**src/rtl/analog_ctrl_regs.svh**
```systemverilog
`ifndef ANALOG_CTRL_REGS_SVH
`define ANALOG_CTRL_REGS_SVH

// Clock divider: 16 MHz down to 2 MHz, 1 MHz, 500 kHz, 250 kHz (half periods)
`define SRC_CLK_MHZ        16
`define CONV_HALF_2MHZ     6'd4
`define CONV_HALF_1MHZ     6'd8
`define CONV_HALF_500KHZ   6'd16
`define CONV_HALF_250KHZ   6'd32

// Conversion timing in converter clocks
`define SAMPLE_UNIT        5'd2
`define SAMPLE_MULT        5'd3
`define CONV_EXTRA_CLKS    5'd14

// Channel codes
`define CH_SUPPLY          3'd5
`define CH_LAST            3'd5

// Field widths
`define ADC_BITS           12
`define DAC_BITS           11
`define ACC_BITS           16

`endif

```
**src/rtl/analog_ctrl_pkg.sv**
```systemverilog
package analog_ctrl_pkg;
	`include "analog_ctrl_regs.svh"

	typedef enum logic [1:0] {DIV_2MHZ, DIV_1MHZ, DIV_500KHZ, DIV_250KHZ} clk_div_type;
	typedef enum logic [1:0] {NEG_REF, NEG_OUT_CONV, NEG_PIN, NEG_RSVD} neg_sel_type;
	typedef enum logic {REF_BANDGAP, REF_PIN} ref_sel_type;

	typedef struct packed {
		clk_div_type div;
		logic        int_enable;
		ref_sel_type ref_sel;
	} shared_cfg_type;

	typedef struct packed {
		logic        enable;
		logic        continuous;
		logic        start;
		logic [1:0]  sample_sel;
		logic [2:0]  channel;
		logic        gain;
		logic        acc_enable;
		logic [1:0]  acc_len;
		logic        acc_int_defer;
		logic        acc_read;
	} adc_cfg_type;

	typedef struct packed {
		logic                  enable;
		logic                  range;
		logic                  retain;
		logic                  write;
		logic [`DAC_BITS-1:0]  value;
	} dac_cfg_type;

	typedef struct packed {
		logic        enable;
		logic        low_power;
		logic        wake_enable;
		logic        wake_falling;
		neg_sel_type neg_sel;
	} comp_cfg_type;

	typedef struct packed {
		logic                  adc_sample;
		logic                  adc_clk;
		logic [2:0]            adc_channel;
		logic                  adc_gain;
		logic                  supply_divider_on;
		logic                  ref_sel;
		logic                  dac_powerdown;
		logic [1:0]            dac_range;
		logic [1:0]            dac_retain;
		logic [1:0]            dac_convert;
		logic [`DAC_BITS-1:0]  dac_value;
		logic [1:0]            hysteresis;
		logic [1:0]            comp_enable;
		logic [1:0]            comp_low_power;
		neg_sel_type           first_comparator_negative_input;
		neg_sel_type           second_comparator_negative_input;
	} analog_ctl_type;

	typedef enum {CONV_IDLE, CONV_SAMPLE, CONV_HOLD} conv_state_type;
endpackage

```
**src/rtl/analog_ctrl.sv**
```systemverilog
// Operation
// RULE_01 - Converter clock from 16MHz divided to 2MHz, 1MHz, 500kHz or 250kHz.
// RULE_02 - Sample input for 2, 4, 6 or 8 converter clocks, then hold.
// RULE_03 - Conversion lasts three sample periods plus fourteen converter clocks.
// RULE_04 - Single and continuous modes; continuous restarts right after completion.
// RULE_05 - Twelve-bit converter selects one of six single-ended input channels.
// RULE_06 - Gain 0 ranges to reference, gain 1 to twice the reference.
// RULE_07 - One shared reference select; input and output gains independent.
// RULE_08 - Completion raises enabled interrupt and sets pollable done status.
// RULE_09 - Accumulator sums 2, 4, 8 or 16 results; interrupt optionally deferred.
// RULE_10 - Supply divider chain enabled only while that channel is measured.
// RULE_11 - Two output channels of 11 bits, each with own range.
// RULE_12 - Each output channel range configurable independently.
// RULE_13 - Output conversion uses same timing; updates allowed during input conversion.
// RULE_14 - Divider, interrupt enable and reference select shared by both converters.
// RULE_15 - Each output channel exposes a pollable busy indication.
// RULE_16 - Disabling output converter asserts its power-down control; code has one shared power-down, set only when both channels are disabled.
// RULE_17 - Output channels never convert together; software interleaves with retain bits.
// RULE_18 - Software should run output converters only in continuous mode.
// RULE_19 - One shared hysteresis setting for both comparators: 0, 10, 20, 40mV.
// RULE_20 - Each comparator negative input: reference, its output channel, or pin.
// RULE_21 - Comparator outputs readable, can interrupt; each has power-saving disable.
// RULE_22 - Comparator low-power mode, wake edge select; sleep needs pin negative input.
// RULE_23 - Accumulator clears at period start, holds sum until read or new period.
`timescale 1ns/1ps
`default_nettype none

module analog_ctrl
	import analog_ctrl_pkg::*;
(
	// Clock and reset
	input  wire logic                           clk_i,
	input  wire logic                           rstn_i,
	// Configuration
	input  wire analog_ctrl_pkg::shared_cfg_type shared_i,
	input  wire analog_ctrl_pkg::adc_cfg_type    adc_i,
	input  wire analog_ctrl_pkg::dac_cfg_type    first_output_converter_i,
	input  wire analog_ctrl_pkg::dac_cfg_type    second_output_converter_i,
	input  wire analog_ctrl_pkg::comp_cfg_type   first_comparator_i,
	input  wire analog_ctrl_pkg::comp_cfg_type   second_comparator_i,
	input  wire logic [1:0]                      hysteresis_i,
	input  wire logic                           done_clear_i,
	// Analogue cells
	input  wire logic [`ADC_BITS-1:0]            adc_result_i,
	input  wire logic [1:0]                      comp_out_i,
	output logic                                 dummy_unused_o,
	output var analog_ctrl_pkg::analog_ctl_type  analog_o,
	// Status
	output logic [`ADC_BITS-1:0]                 adc_data_o,
	output logic [`ACC_BITS-1:0]                 acc_sum_o,
	output logic                                 adc_busy_o,
	output logic                                 adc_done_o,
	output logic                                 adc_irq_o,
	output logic [1:0]                           dac_busy_o,
	output logic [1:0]                           comp_status_o,
	output logic [1:0]                           comp_irq_o,
	output logic [1:0]                           comp_wake_o
);
	import analog_ctrl_pkg::*;

	// ==========================================================
	// State
	typedef struct packed {
		logic [5:0]            div_cnt;
		logic                  conv_clk;
		conv_state_type        adc_state;
		logic [4:0]            adc_cnt;
		logic [4:0]            adc_sample_len;
		logic [1:0]            dac_state;
		logic [5:0]            dac_cnt;
		logic                  adc_busy;
		logic                  dac_sel;
		logic [4:0]            acc_cnt;
		logic [`ACC_BITS-1:0]  acc;
		logic [2:0][1:0]       comp_sync;
		logic [1:0]            comp_stable;
		analog_ctl_type        ctl;
		logic [`ADC_BITS-1:0]  adc_data;
		logic [`ACC_BITS-1:0]  acc_sum;
		logic                  adc_done;
		logic                  adc_irq;
		logic [1:0]            dac_busy;
		logic [1:0]            comp_irq;
		logic [1:0]            comp_wake;
	} state_type;

	state_type st;
	state_type next_st;

	function automatic logic [5:0] half_period(input clk_div_type d);
		case (d)
			DIV_2MHZ:   half_period = `CONV_HALF_2MHZ;
			DIV_1MHZ:   half_period = `CONV_HALF_1MHZ;
			DIV_500KHZ: half_period = `CONV_HALF_500KHZ;
			default:    half_period = `CONV_HALF_250KHZ;
		endcase
	endfunction

	// Sample clocks: 2, 4, 6 or 8
	function automatic logic [4:0] sample_clks(input logic [1:0] s);
		sample_clks = 5'(({3'd0, s} + 5'd1) * `SAMPLE_UNIT);
	endfunction

	// Hold time after sampling: 2*sample + 14 makes total 3*sample + 14
	function automatic logic [4:0] hold_clks(input logic [1:0] s);
		hold_clks = 5'(sample_clks(s) * (`SAMPLE_MULT - 5'd1) + `CONV_EXTRA_CLKS);
	endfunction

	function automatic logic [4:0] acc_target(input logic [1:0] l);
		acc_target = 5'(5'd2 << l);
	endfunction

	logic conv_tick;
	logic adc_complete;
	logic [1:0] dac_req;
	logic [1:0] comp_rise;
	logic [1:0] comp_fall;

	always_comb begin
		next_st = st;

		// ==========================================================
		// Converter clock divider
		conv_tick = 1'b0;
		if (st.div_cnt >= half_period(shared_i.div) - 6'd1) begin // see RULE_01
			next_st.div_cnt = 6'd0;
			next_st.conv_clk = ~st.conv_clk;
			conv_tick = st.conv_clk;
		end else begin
			next_st.div_cnt = st.div_cnt + 6'd1;
		end

		// ==========================================================
		// Input converter sequencing
		adc_complete = 1'b0;
		case (st.adc_state)
			CONV_IDLE: begin
				if (adc_i.enable && (adc_i.start || adc_i.continuous) && adc_i.channel <= `CH_LAST && conv_tick) begin
					next_st.adc_state = CONV_SAMPLE; // see RULE_05
					next_st.adc_sample_len = sample_clks(adc_i.sample_sel);
					next_st.adc_cnt = sample_clks(adc_i.sample_sel) - 5'd1; // see RULE_02
					next_st.ctl.adc_channel = adc_i.channel;
				end
			end
			CONV_SAMPLE: begin
				if (conv_tick) begin
					if (st.adc_cnt == 5'd0) begin
						next_st.adc_state = CONV_HOLD;
						next_st.adc_cnt = hold_clks(adc_i.sample_sel) - 5'd1; // see RULE_03
					end else begin
						next_st.adc_cnt = st.adc_cnt - 5'd1;
					end
				end
			end
			CONV_HOLD: begin
				if (conv_tick) begin
					if (st.adc_cnt == 5'd0) begin
						adc_complete = 1'b1;
						// Continuous mode starts again at once
						if (adc_i.enable && adc_i.continuous) begin // see RULE_04
							next_st.adc_state = CONV_SAMPLE;
							next_st.adc_cnt = sample_clks(adc_i.sample_sel) - 5'd1;
							next_st.ctl.adc_channel = adc_i.channel;
						end else begin
							next_st.adc_state = CONV_IDLE;
						end
					end else begin
						next_st.adc_cnt = st.adc_cnt - 5'd1;
					end
				end
			end
			default: next_st.adc_state = CONV_IDLE;
		endcase
		if (!adc_i.enable)
			next_st.adc_state = CONV_IDLE;

		next_st.ctl.adc_sample = (next_st.adc_state == CONV_SAMPLE);
		next_st.adc_busy = (next_st.adc_state != CONV_IDLE);
		next_st.ctl.adc_clk = next_st.conv_clk;
		next_st.ctl.adc_gain = adc_i.gain; // see RULE_06
		next_st.ctl.ref_sel = shared_i.ref_sel; // see RULE_07
		next_st.ctl.supply_divider_on = (next_st.adc_state != CONV_IDLE)
			&& (next_st.ctl.adc_channel == `CH_SUPPLY); // see RULE_10

		// ==========================================================
		// Results, accumulator and completion flags
		if (adc_complete)
			next_st.adc_data = adc_result_i;
		if (adc_i.acc_read)
			next_st.acc_sum = '0; // see RULE_23
		next_st.adc_irq = 1'b0;
		if (adc_complete) begin
			if (adc_i.acc_enable) begin
				if (st.acc_cnt == 5'd0)
					next_st.acc = `ACC_BITS'(adc_result_i); // see RULE_23
				else
					next_st.acc = st.acc + `ACC_BITS'(adc_result_i); // see RULE_09
				if (st.acc_cnt + 5'd1 >= acc_target(adc_i.acc_len)) begin
					next_st.acc_cnt = 5'd0;
					next_st.acc_sum = next_st.acc;
					next_st.adc_irq = shared_i.int_enable; // see RULE_09
					next_st.adc_done = 1'b1;
				end else begin
					next_st.acc_cnt = st.acc_cnt + 5'd1;
					if (!adc_i.acc_int_defer) begin
						next_st.adc_irq = shared_i.int_enable; // see RULE_08
						next_st.adc_done = 1'b1;
					end
				end
			end else begin
				next_st.acc_cnt = 5'd0;
				next_st.adc_irq = shared_i.int_enable; // see RULE_14
				next_st.adc_done = 1'b1; // see RULE_08
			end
		end else if (done_clear_i) begin
			next_st.adc_done = 1'b0;
		end
		if (!adc_i.acc_enable)
			next_st.acc_cnt = 5'd0;

		// ==========================================================
		// Output converters, one channel at a time
		dac_req = {second_output_converter_i.enable, first_output_converter_i.enable};
		case (st.dac_state)
			2'd0: begin
				// A channel starts only when it alone is enabled; with both enabled neither starts
				if (conv_tick && (dac_req == 2'b01 || dac_req == 2'b10)) begin // see RULE_17
					next_st.dac_state = 2'd1;
					next_st.dac_sel = dac_req[1];
					// Up to 38 converter clocks, so one bit wider than the input side
					next_st.dac_cnt = 6'({1'b0, sample_clks(adc_i.sample_sel)}
						+ {1'b0, hold_clks(adc_i.sample_sel)} - 6'd1); // see RULE_13
				end
			end
			2'd1: begin
				if (conv_tick) begin
					if (st.dac_cnt == 6'd0)
						next_st.dac_state = 2'd0;
					else
						next_st.dac_cnt = st.dac_cnt - 6'd1;
				end
			end
			default: next_st.dac_state = 2'd0;
		endcase
		next_st.dac_busy = '0;
		if (next_st.dac_state == 2'd1)
			next_st.dac_busy[next_st.dac_sel] = 1'b1; // see RULE_15
		next_st.ctl.dac_convert = next_st.dac_busy;
		next_st.ctl.dac_value = next_st.dac_sel ? second_output_converter_i.value
			: first_output_converter_i.value; // see RULE_11
		next_st.ctl.dac_range = {second_output_converter_i.range, first_output_converter_i.range}; // see RULE_12
		next_st.ctl.dac_retain = {second_output_converter_i.retain, first_output_converter_i.retain};
		next_st.ctl.dac_powerdown = ~(first_output_converter_i.enable
			| second_output_converter_i.enable); // see RULE_16

		// ==========================================================
		// Comparators
		next_st.comp_sync = {st.comp_sync[1:0], comp_out_i};
		if (st.comp_sync[1] == st.comp_sync[2])
			next_st.comp_stable = st.comp_sync[2];
		comp_rise = next_st.comp_stable & ~st.comp_stable;
		comp_fall = ~next_st.comp_stable & st.comp_stable;
		next_st.comp_irq = (comp_rise | comp_fall)
			& {second_comparator_i.enable, first_comparator_i.enable}; // see RULE_21
		next_st.comp_wake[0] = first_comparator_i.wake_enable
			& (first_comparator_i.wake_falling ? comp_fall[0] : comp_rise[0]); // see RULE_22
		next_st.comp_wake[1] = second_comparator_i.wake_enable
			& (second_comparator_i.wake_falling ? comp_fall[1] : comp_rise[1]);
		next_st.ctl.hysteresis = hysteresis_i; // see RULE_19
		next_st.ctl.comp_enable = {second_comparator_i.enable, first_comparator_i.enable};
		next_st.ctl.comp_low_power = {second_comparator_i.low_power, first_comparator_i.low_power};
		next_st.ctl.first_comparator_negative_input = first_comparator_i.neg_sel; // see RULE_20
		next_st.ctl.second_comparator_negative_input = second_comparator_i.neg_sel;
	end

	always_ff @(posedge clk_i) begin
		if (!rstn_i) begin
			st <= '0;
			st.adc_state <= CONV_IDLE;
			st.ctl.dac_powerdown <= 1'b1;
		end else begin
			st <= next_st;
		end
	end

	assign dummy_unused_o = 1'b0;
	assign analog_o = st.ctl;
	assign adc_data_o = st.adc_data;
	assign acc_sum_o = st.acc_sum;
	assign adc_busy_o = st.adc_busy;
	assign adc_done_o = st.adc_done;
	assign adc_irq_o = st.adc_irq;
	assign dac_busy_o = st.dac_busy;
	assign comp_status_o = st.comp_stable;
	assign comp_irq_o = st.comp_irq;
	assign comp_wake_o = st.comp_wake;
endmodule

`default_nettype wire

```
**config.mk**
```make
export PLATFORM = sky130hd
export DESIGN_NAME = analog_ctrl
export DESIGN_NICKNAME = d
export VERILOG_FILES = /design/src/rtl/analog_ctrl_pkg.sv /design/src/rtl/analog_ctrl.sv
export VERILOG_INCLUDE_DIRS = /design/src /design/src/rtl
export SDC_FILE = /design/constraint.sdc
export NUM_CORES = 1
export LEC_CHECK = 0
export ABC_AREA = 1
export BUFFER_PORTS_ARGS = -buffer_cell sky130_fd_sc_hd__buf_2
export CAP_MARGIN = 30
export CORE_UTILIZATION = 50
export CTS_CLUSTER_SIZE = 14
export DETAILED_ROUTE_END_ITERATION = 12
export GPL_TIMING_DRIVEN = 0
export PLACE_DENSITY = 0.85
export SYNTH_ARGS = -nofsm -noshare
export SYNTH_HDL_FRONTEND = slang
export SYNTH_SLANG_ARGS = --single-unit
```
**constraint.sdc**
```tcl
create_clock -name clk_i -period 2.8 [get_ports clk_i]
set_clock_uncertainty 0.2 [all_clocks]
set_input_delay 0.14 -clock clk_i [delete_from_list [all_inputs] [get_ports clk_i]]
set_output_delay 0.14 -clock clk_i [all_outputs]
set_load 0.03 [all_outputs]
```
* Yosys cells after proc, flatten, opt, wreduce, memory -nomap -nowiden
Cells that the tools add are included.
** Storage, ports and cells
- Input port bits :: 79
- Flip-flop bits (word level) :: 156
- Output and inout port bits :: 76
** Operators by class
- Bitwise gates (word level) :: 12
- $add $sub $neg :: 12
- Equality and inequality tests :: 19
- Reductions and logical operators :: 28
- $lt $le $gt $ge :: 5
- Shift operators :: 1
- Mux-type cells :: 49
** Operators by type and width (number)
- 32-bit two-way mux :: 3
- 32-bit case mux with 3 select lines :: 1
- 16-bit two-way mux :: 5
- 37-bit two-way mux :: 2
- 32-bit by 2-bit == test with 1-bit output, second input constant :: 2
- 42-bit two-way mux :: 1
- 32-bit by 1-bit == test with 1-bit output, second input constant :: 1
- 32-bit logical NOT :: 1
- 32-bit nonzero test :: 1
- 5-bit two-way mux :: 5
- 6-bit case mux with 3 select lines :: 1
- 6-bit by 1-bit subtractor with 6-bit output, second input constant :: 3
- 16-bit by 12-bit adder with 16-bit output :: 1
- 8-bit two-way mux :: 2
- 5-bit case mux with 3 select lines :: 1
- 5-bit by 1-bit subtractor with 5-bit output, second input constant :: 3
- 1-bit two-way mux :: 13
- 3-bit two-way mux :: 4
- 2-bit != test, second input constant :: 6
- 6-bit case mux with 2 select lines :: 1
- 2-bit AND reduction :: 6
- 11-bit two-way mux :: 1
- 5-bit logical NOT :: 2
- 2-bit two-way mux :: 5
- 36 further kinds :: 55

* Logic depth before layout (Yosys ltp)
- Depth after elaboration :: 12
- Depth in mapped cells :: 16
- Gate-level depth less buffers :: 16

* Worst setup path after synthesis
OpenSTA, ideal clock, no wires.
- Kind :: register to register
- Start point :: register st[96] (netlist bit)
- End point :: register st, in the netlist acc_sum_o[2]
- Buffers on the path :: 1
- Arrival :: 2.022 ns
- Library setup time :: 0.067 ns
- Cell stages (with the launch flop) :: 12
- Slack :: 0.511 ns
- Path through :: dfxtp_1 ha_1 nand3_1 xor2_1 inv_1 ha_1 a21oi_1 nand3_1 nand4_2 buf_2 nand3_1 a21oi_2
** On the way
- Cells in the longest elaborated chain, start to end :: 5
- Elaborated cells on any way between the ends :: 7
** Ends and longest elaborated chain
- start, declared :: RTL line analog_ctrl.sv:87 : state_type st;
- start signal, assigned :: RTL line analog_ctrl.sv:282 : st <= next_st;
- 5-bit by 1-bit adder with 5-bit output / 5-bit logical NOT (equally long branches) :: RTL line analog_ctrl.sv:198, analog_ctrl.sv:194
- 5-bit >= comparator / 16-bit two-way mux (equally long branches) :: RTL line analog_ctrl.sv:198, analog_ctrl.sv:194
- 16-bit two-way mux * :: RTL line analog_ctrl.sv:198 : if (st.acc_cnt + 5'd1 >= acc_target(adc_i.acc_len)) begin
- 16-bit two-way mux * :: RTL line analog_ctrl.sv:193 : if (adc_i.acc_enable) begin
- 16-bit two-way mux * :: RTL line analog_ctrl.sv:192 : if (adc_complete) begin
Every way passes the cells marked *; elsewhere a longest branch is shown, timed or not.
A chain may end at the register's enable or synchronous reset.

* Worst setup path in the final report
- Start point :: register st[159] (netlist bit)
- End point :: register st, in the netlist analog_o[10]
** On the way
- Cells in the longest elaborated chain, start to end :: 6
** Ends and longest elaborated chain
- 6-bit >= comparator :: RTL line analog_ctrl.sv:125 : if (st.div_cnt >= half_period(shared_i.div) - 6'd1) begin
- 1-bit two-way mux :: RTL line analog_ctrl.sv:125
- 1-bit logical AND :: RTL line analog_ctrl.sv:227 : if (conv_tick && (dac_req == 2'b01 || dac_req == 2'b10)) begin
- 1-bit two-way mux :: RTL line analog_ctrl.sv:227
- 1-bit two-way mux :: RTL line analog_ctrl.sv:224 : case (st.dac_state)
- 11-bit two-way mux :: RTL line analog_ctrl.sv:249 : next_st.ctl.dac_value = next_st.dac_sel ? second_output_converter_i.value
Every way passes these cells.

==> flow_summary.toml <==
[power]
total_leakage_power_nw = 5.34
max-vdd-ir-drop_v = 0.000415
power_density_nw_per_um2 = 500

[drt]
num_vias = 7332
drt-pass1-iter-count = 5
drt-initial-drc-count = 434
wl_per_cell_um = 12.8
wirelength_um = 19200
antenna_left = 0
drc = 0
viasPerCell = 4.88

[worst_setup_path]
cp.required_ns = 2.91
critPathKind = "reg -> reg"
worstPathMaxFanout = 9
r2r_start = "st[159]"
r2r_end = "analog_o[10]"
rrSetupSlack_ns = 0.15
end_kind = "flip-flop"
arrival_ns = 2.76
crit_path_start_kind = "flip-flop"
rr_worst_depth = 13

[clock_network]
cts_tree = "done"
clk_latency_ns = 0.42
path_clk_slew_ns = 0.06
htree_levels = 4
cts_num_sinks = 152
clockRootBuffer = "clkbuf_16"
numCtsBuffers = 17
clockBufferDepth = 2

[layout]
final_nets = 1420
utilization_pct = 68.6
n_antenna_cell = 0
area_delta_synth_final_pct = 32.0
layout-drive-gt1-share_pct = 24.6

[yosys]
synth_top_cell_by_area = "dfxtp_1"
synth.distinct_cells = 44
synth-edff-count = 0
syn-cell-area_um2 = 7670
netlist_top_cells_area = "dfxtp_1 40%, nand2_1 10%, buf_4 7.5%"
netlist_instances = 1032
yosysSeqAreaShare_pct = 39.7
synth_top_area_share_pct = 39.7
ys_seq_elements = 152
avgSynthCellArea_um2 = 7.43
ys_warn_count = 0
synthArstFlopShare_pct = 0
synth_ff_type = "dfxtp_1"

[sta]
max_slew_margin_pct = 47.2
max_freq_mhz = 378
layout_worst_path_cycle_share_pct = 94.5
final_max_slew_viol_count = 0
hold_viol_final = 0
hold_ws_ns = 0.00846
rsz0062_at_grt = "yes"
finalSetupViolCount = 0
worst_pin_slew_ns = 0.792
fin_crit_ns = 2.65

[floorplanning]
dieWidth_um = 126
pin_count = 155
die_y_um = 126
die-area_um2 = 15800
initial_core_util_pct = 52.0
rows = 44
coreArea_um2 = 14800

[job]
drv_cap = 0

[worst_hold_path]
whs_path_depth = 4
hold_end = "st[104]"
min_from = "adc_i[9]"
hp-class = "in -> reg"

[global_routing]
grt_pass1_wl_um = 31600
gr-total-overflow = 0
gr-usage-all-layers_pct = 24.8
antenna_found_initial = 0
grt_pass1_vias = 7002
grt_max_degree = 17

[placed_design]
gp_congestion = 0.904
dp_hpwl_um = 13000
io_buffers = 151

[status]
status = "finished, final reports clean"
==> cell families after synthesis <==
family / after synthesis / share of synthesized area (%)
simple gates: 449 / 26.2
buf+inv: 226 / 15.4
compound gates: 155 / 11.4
flops: 152 / 39.7
fa+ha+maj: 35 / 5.81
xor+xnor: 13 / 1.48
other cells: 2 / 0.0979
==> worst max path at each step <==
| stage | from | endpoint | slack, ns | cells past startpoint |
|---|---|---|---|---|
| final | st[159] | analog_o[10] | 0.15 | 13 |
| after global routing | st[159] | analog_o[10] | -0.03 | 13 |
| after CTS | st[159] | analog_o[11] | 0.11 | 13 |
| after detailed placement | st[97] | acc_sum_o[2] | 0.22 | 11 |
| after global placement | st[96] | acc_sum_o[2] | 0.25 | 11 |
| after floorplan | st[96] | acc_sum_o[2] | 0.51 | 11 |
==> worst max-delay path, cell delays in order, from the launching register on <==
cell,delay (ns)
dfxtp_1,0.33
ha_1,0.32
nand2_1,0.10
nor2_2,0.10
nand2_2,0.08
nand3_4,0.12
nand2_8,0.10
nor2_8,0.14
nand2_4,0.09
o21ai_4,0.21
inv_2,0.07
nor2_1,0.08
dlygate4sd3_1,0.54
nor2_1,0.05
==> routing by layer <==
metal | share of wire (%) | wire length (µm) | track usage [%] | vias up
met5 | 0 | 0 | 0 | -
met3 | 6.2 | 1190 | 5.99 | 43
met4 | 2.5 | 473 | 8.79 | 0
met1 | 42 | 7990 | 28.3 | 3307
met2 | 50 | 9580 | 45.1 | 258
li1 | - | - | - | 3724
==> cells in the final DEF (no fill, tap or decap), types with 4 or more instances in the layout <==
cell type,netlist,final
a21oi_1,50,50
nand2_1,212,212
nand2_2,4,4
buf_4,77,81
clkinvlp_4,0,5
nand3_1,42,41
clkbuf_16,0,17
o21ai_1,11,11
nor2_1,133,133
inv_2,4,4
a211oi_1,8,8
a31oi_1,6,6
dfxtp_1,152,152
conb_1,2,33
a21oi_2,4,4
dlygate4sd3_1,0,69
o21ai_0,59,59
a21o_1,4,4
clkbuf_1,10,10
buf_6,4,4
o21a_1,4,4
xor2_1,7,7
inv_1,122,122
o211ai_1,4,4
xnor2_1,6,6
nand4_1,14,14
buf_2,3,154
nor2_2,20,20
or2_2,4,4
nand2_4,5,4
ha_1,34,34
==> state kept, by name, indices dropped and copies added, names as in the netlist <==
name,cells
st,75
adc_data_o,12
comp_irq_o,2
comp_wake_o,2
adc_busy_o,1
acc_sum_o,16
adc_done_o,1
dac_busy_o,2
analog_o,34
adc_irq_o,1
comp_status_o,2
next_st,4
==> area by class of cell <==
| cell class | count | area, µm² |
|---|---|---|
| Multi-Input combinational cell | 685 | 3580 |
| Tap cell | 184 | 230 |
| Sequential cell | 152 | 3040 |
| Timing Repair Buffer | 224 | 1480 |
| Buffer | 97 | 687 |
| Clock inverter | 14 | 173 |
| Fill cell | 1151 | 4630 |
| Inverter | 129 | 494 |
| Clock buffer | 18 | 439 |
==> cell usage after synthesis, types with 2 or more instances <==
cell type  instances
dfxtp_1          152
clkbuf_1          10
nor3_1             3
inv_4              2
conb_1             2
o21ai_0           59
o211ai_1           4
a21oi_1           50
buf_1              3
buf_2              3
nor2_1           133
o21a_1             4
xor2_1             7
nand2_4            5
nand3b_1           3
nand3_1           42
a21o_1             4
xnor2_1            6
a211oi_1           8
o21ai_1           11
a31oi_1            6
nor2_2            20
a21oi_2            4
nand2_1          212
nand3_4            3
inv_2              4
inv_1            122
or2_2              4
a32oi_1            2
nand2_2            4
buf_4             77
ha_1              34
nand4_1           14
nor2_8             2
buf_6              4
==> through the flow <==
| stage | instance area, µm² | total power, W | TNS (ns) | setup WS [ns] | instances |
|---|---|---|---|---|---|
| floorplan | 7780 | 0.00252 | 0 | 0.511 | 1063 |
| global placement | 8770 | 0.00265 | 0 | 0.246 | 1398 |
| detailed placement | 8770 | 0.00266 | 0 | 0.221 | 1398 |
| CTS | 10100 | 0.00509 | 0 | 0.111 | 1499 |
| global route | 10100 | 0.00524 | -0.0271 | -0.0271 | 1503 |
| finish | 10100 | 0.00506 | 0 | 0.155 | 1503 |
==> what timing repair did <==
item / CTS / global route
hold endpoints to repair: 72 / 0
setup endpoints to repair: 0 / 8
resized for setup: 0 / 3
hold buffers: 69 / 0
buffers inserted: 0 / 4
==> power by group <==
group          total [W]  internal [W]  switching, W
registers        0.00224       0.00222     0.0000196
logic           0.000465      0.000209      0.000256
clock network    0.00236       0.00143      0.000931
Power figures use the tool's default switching activity.
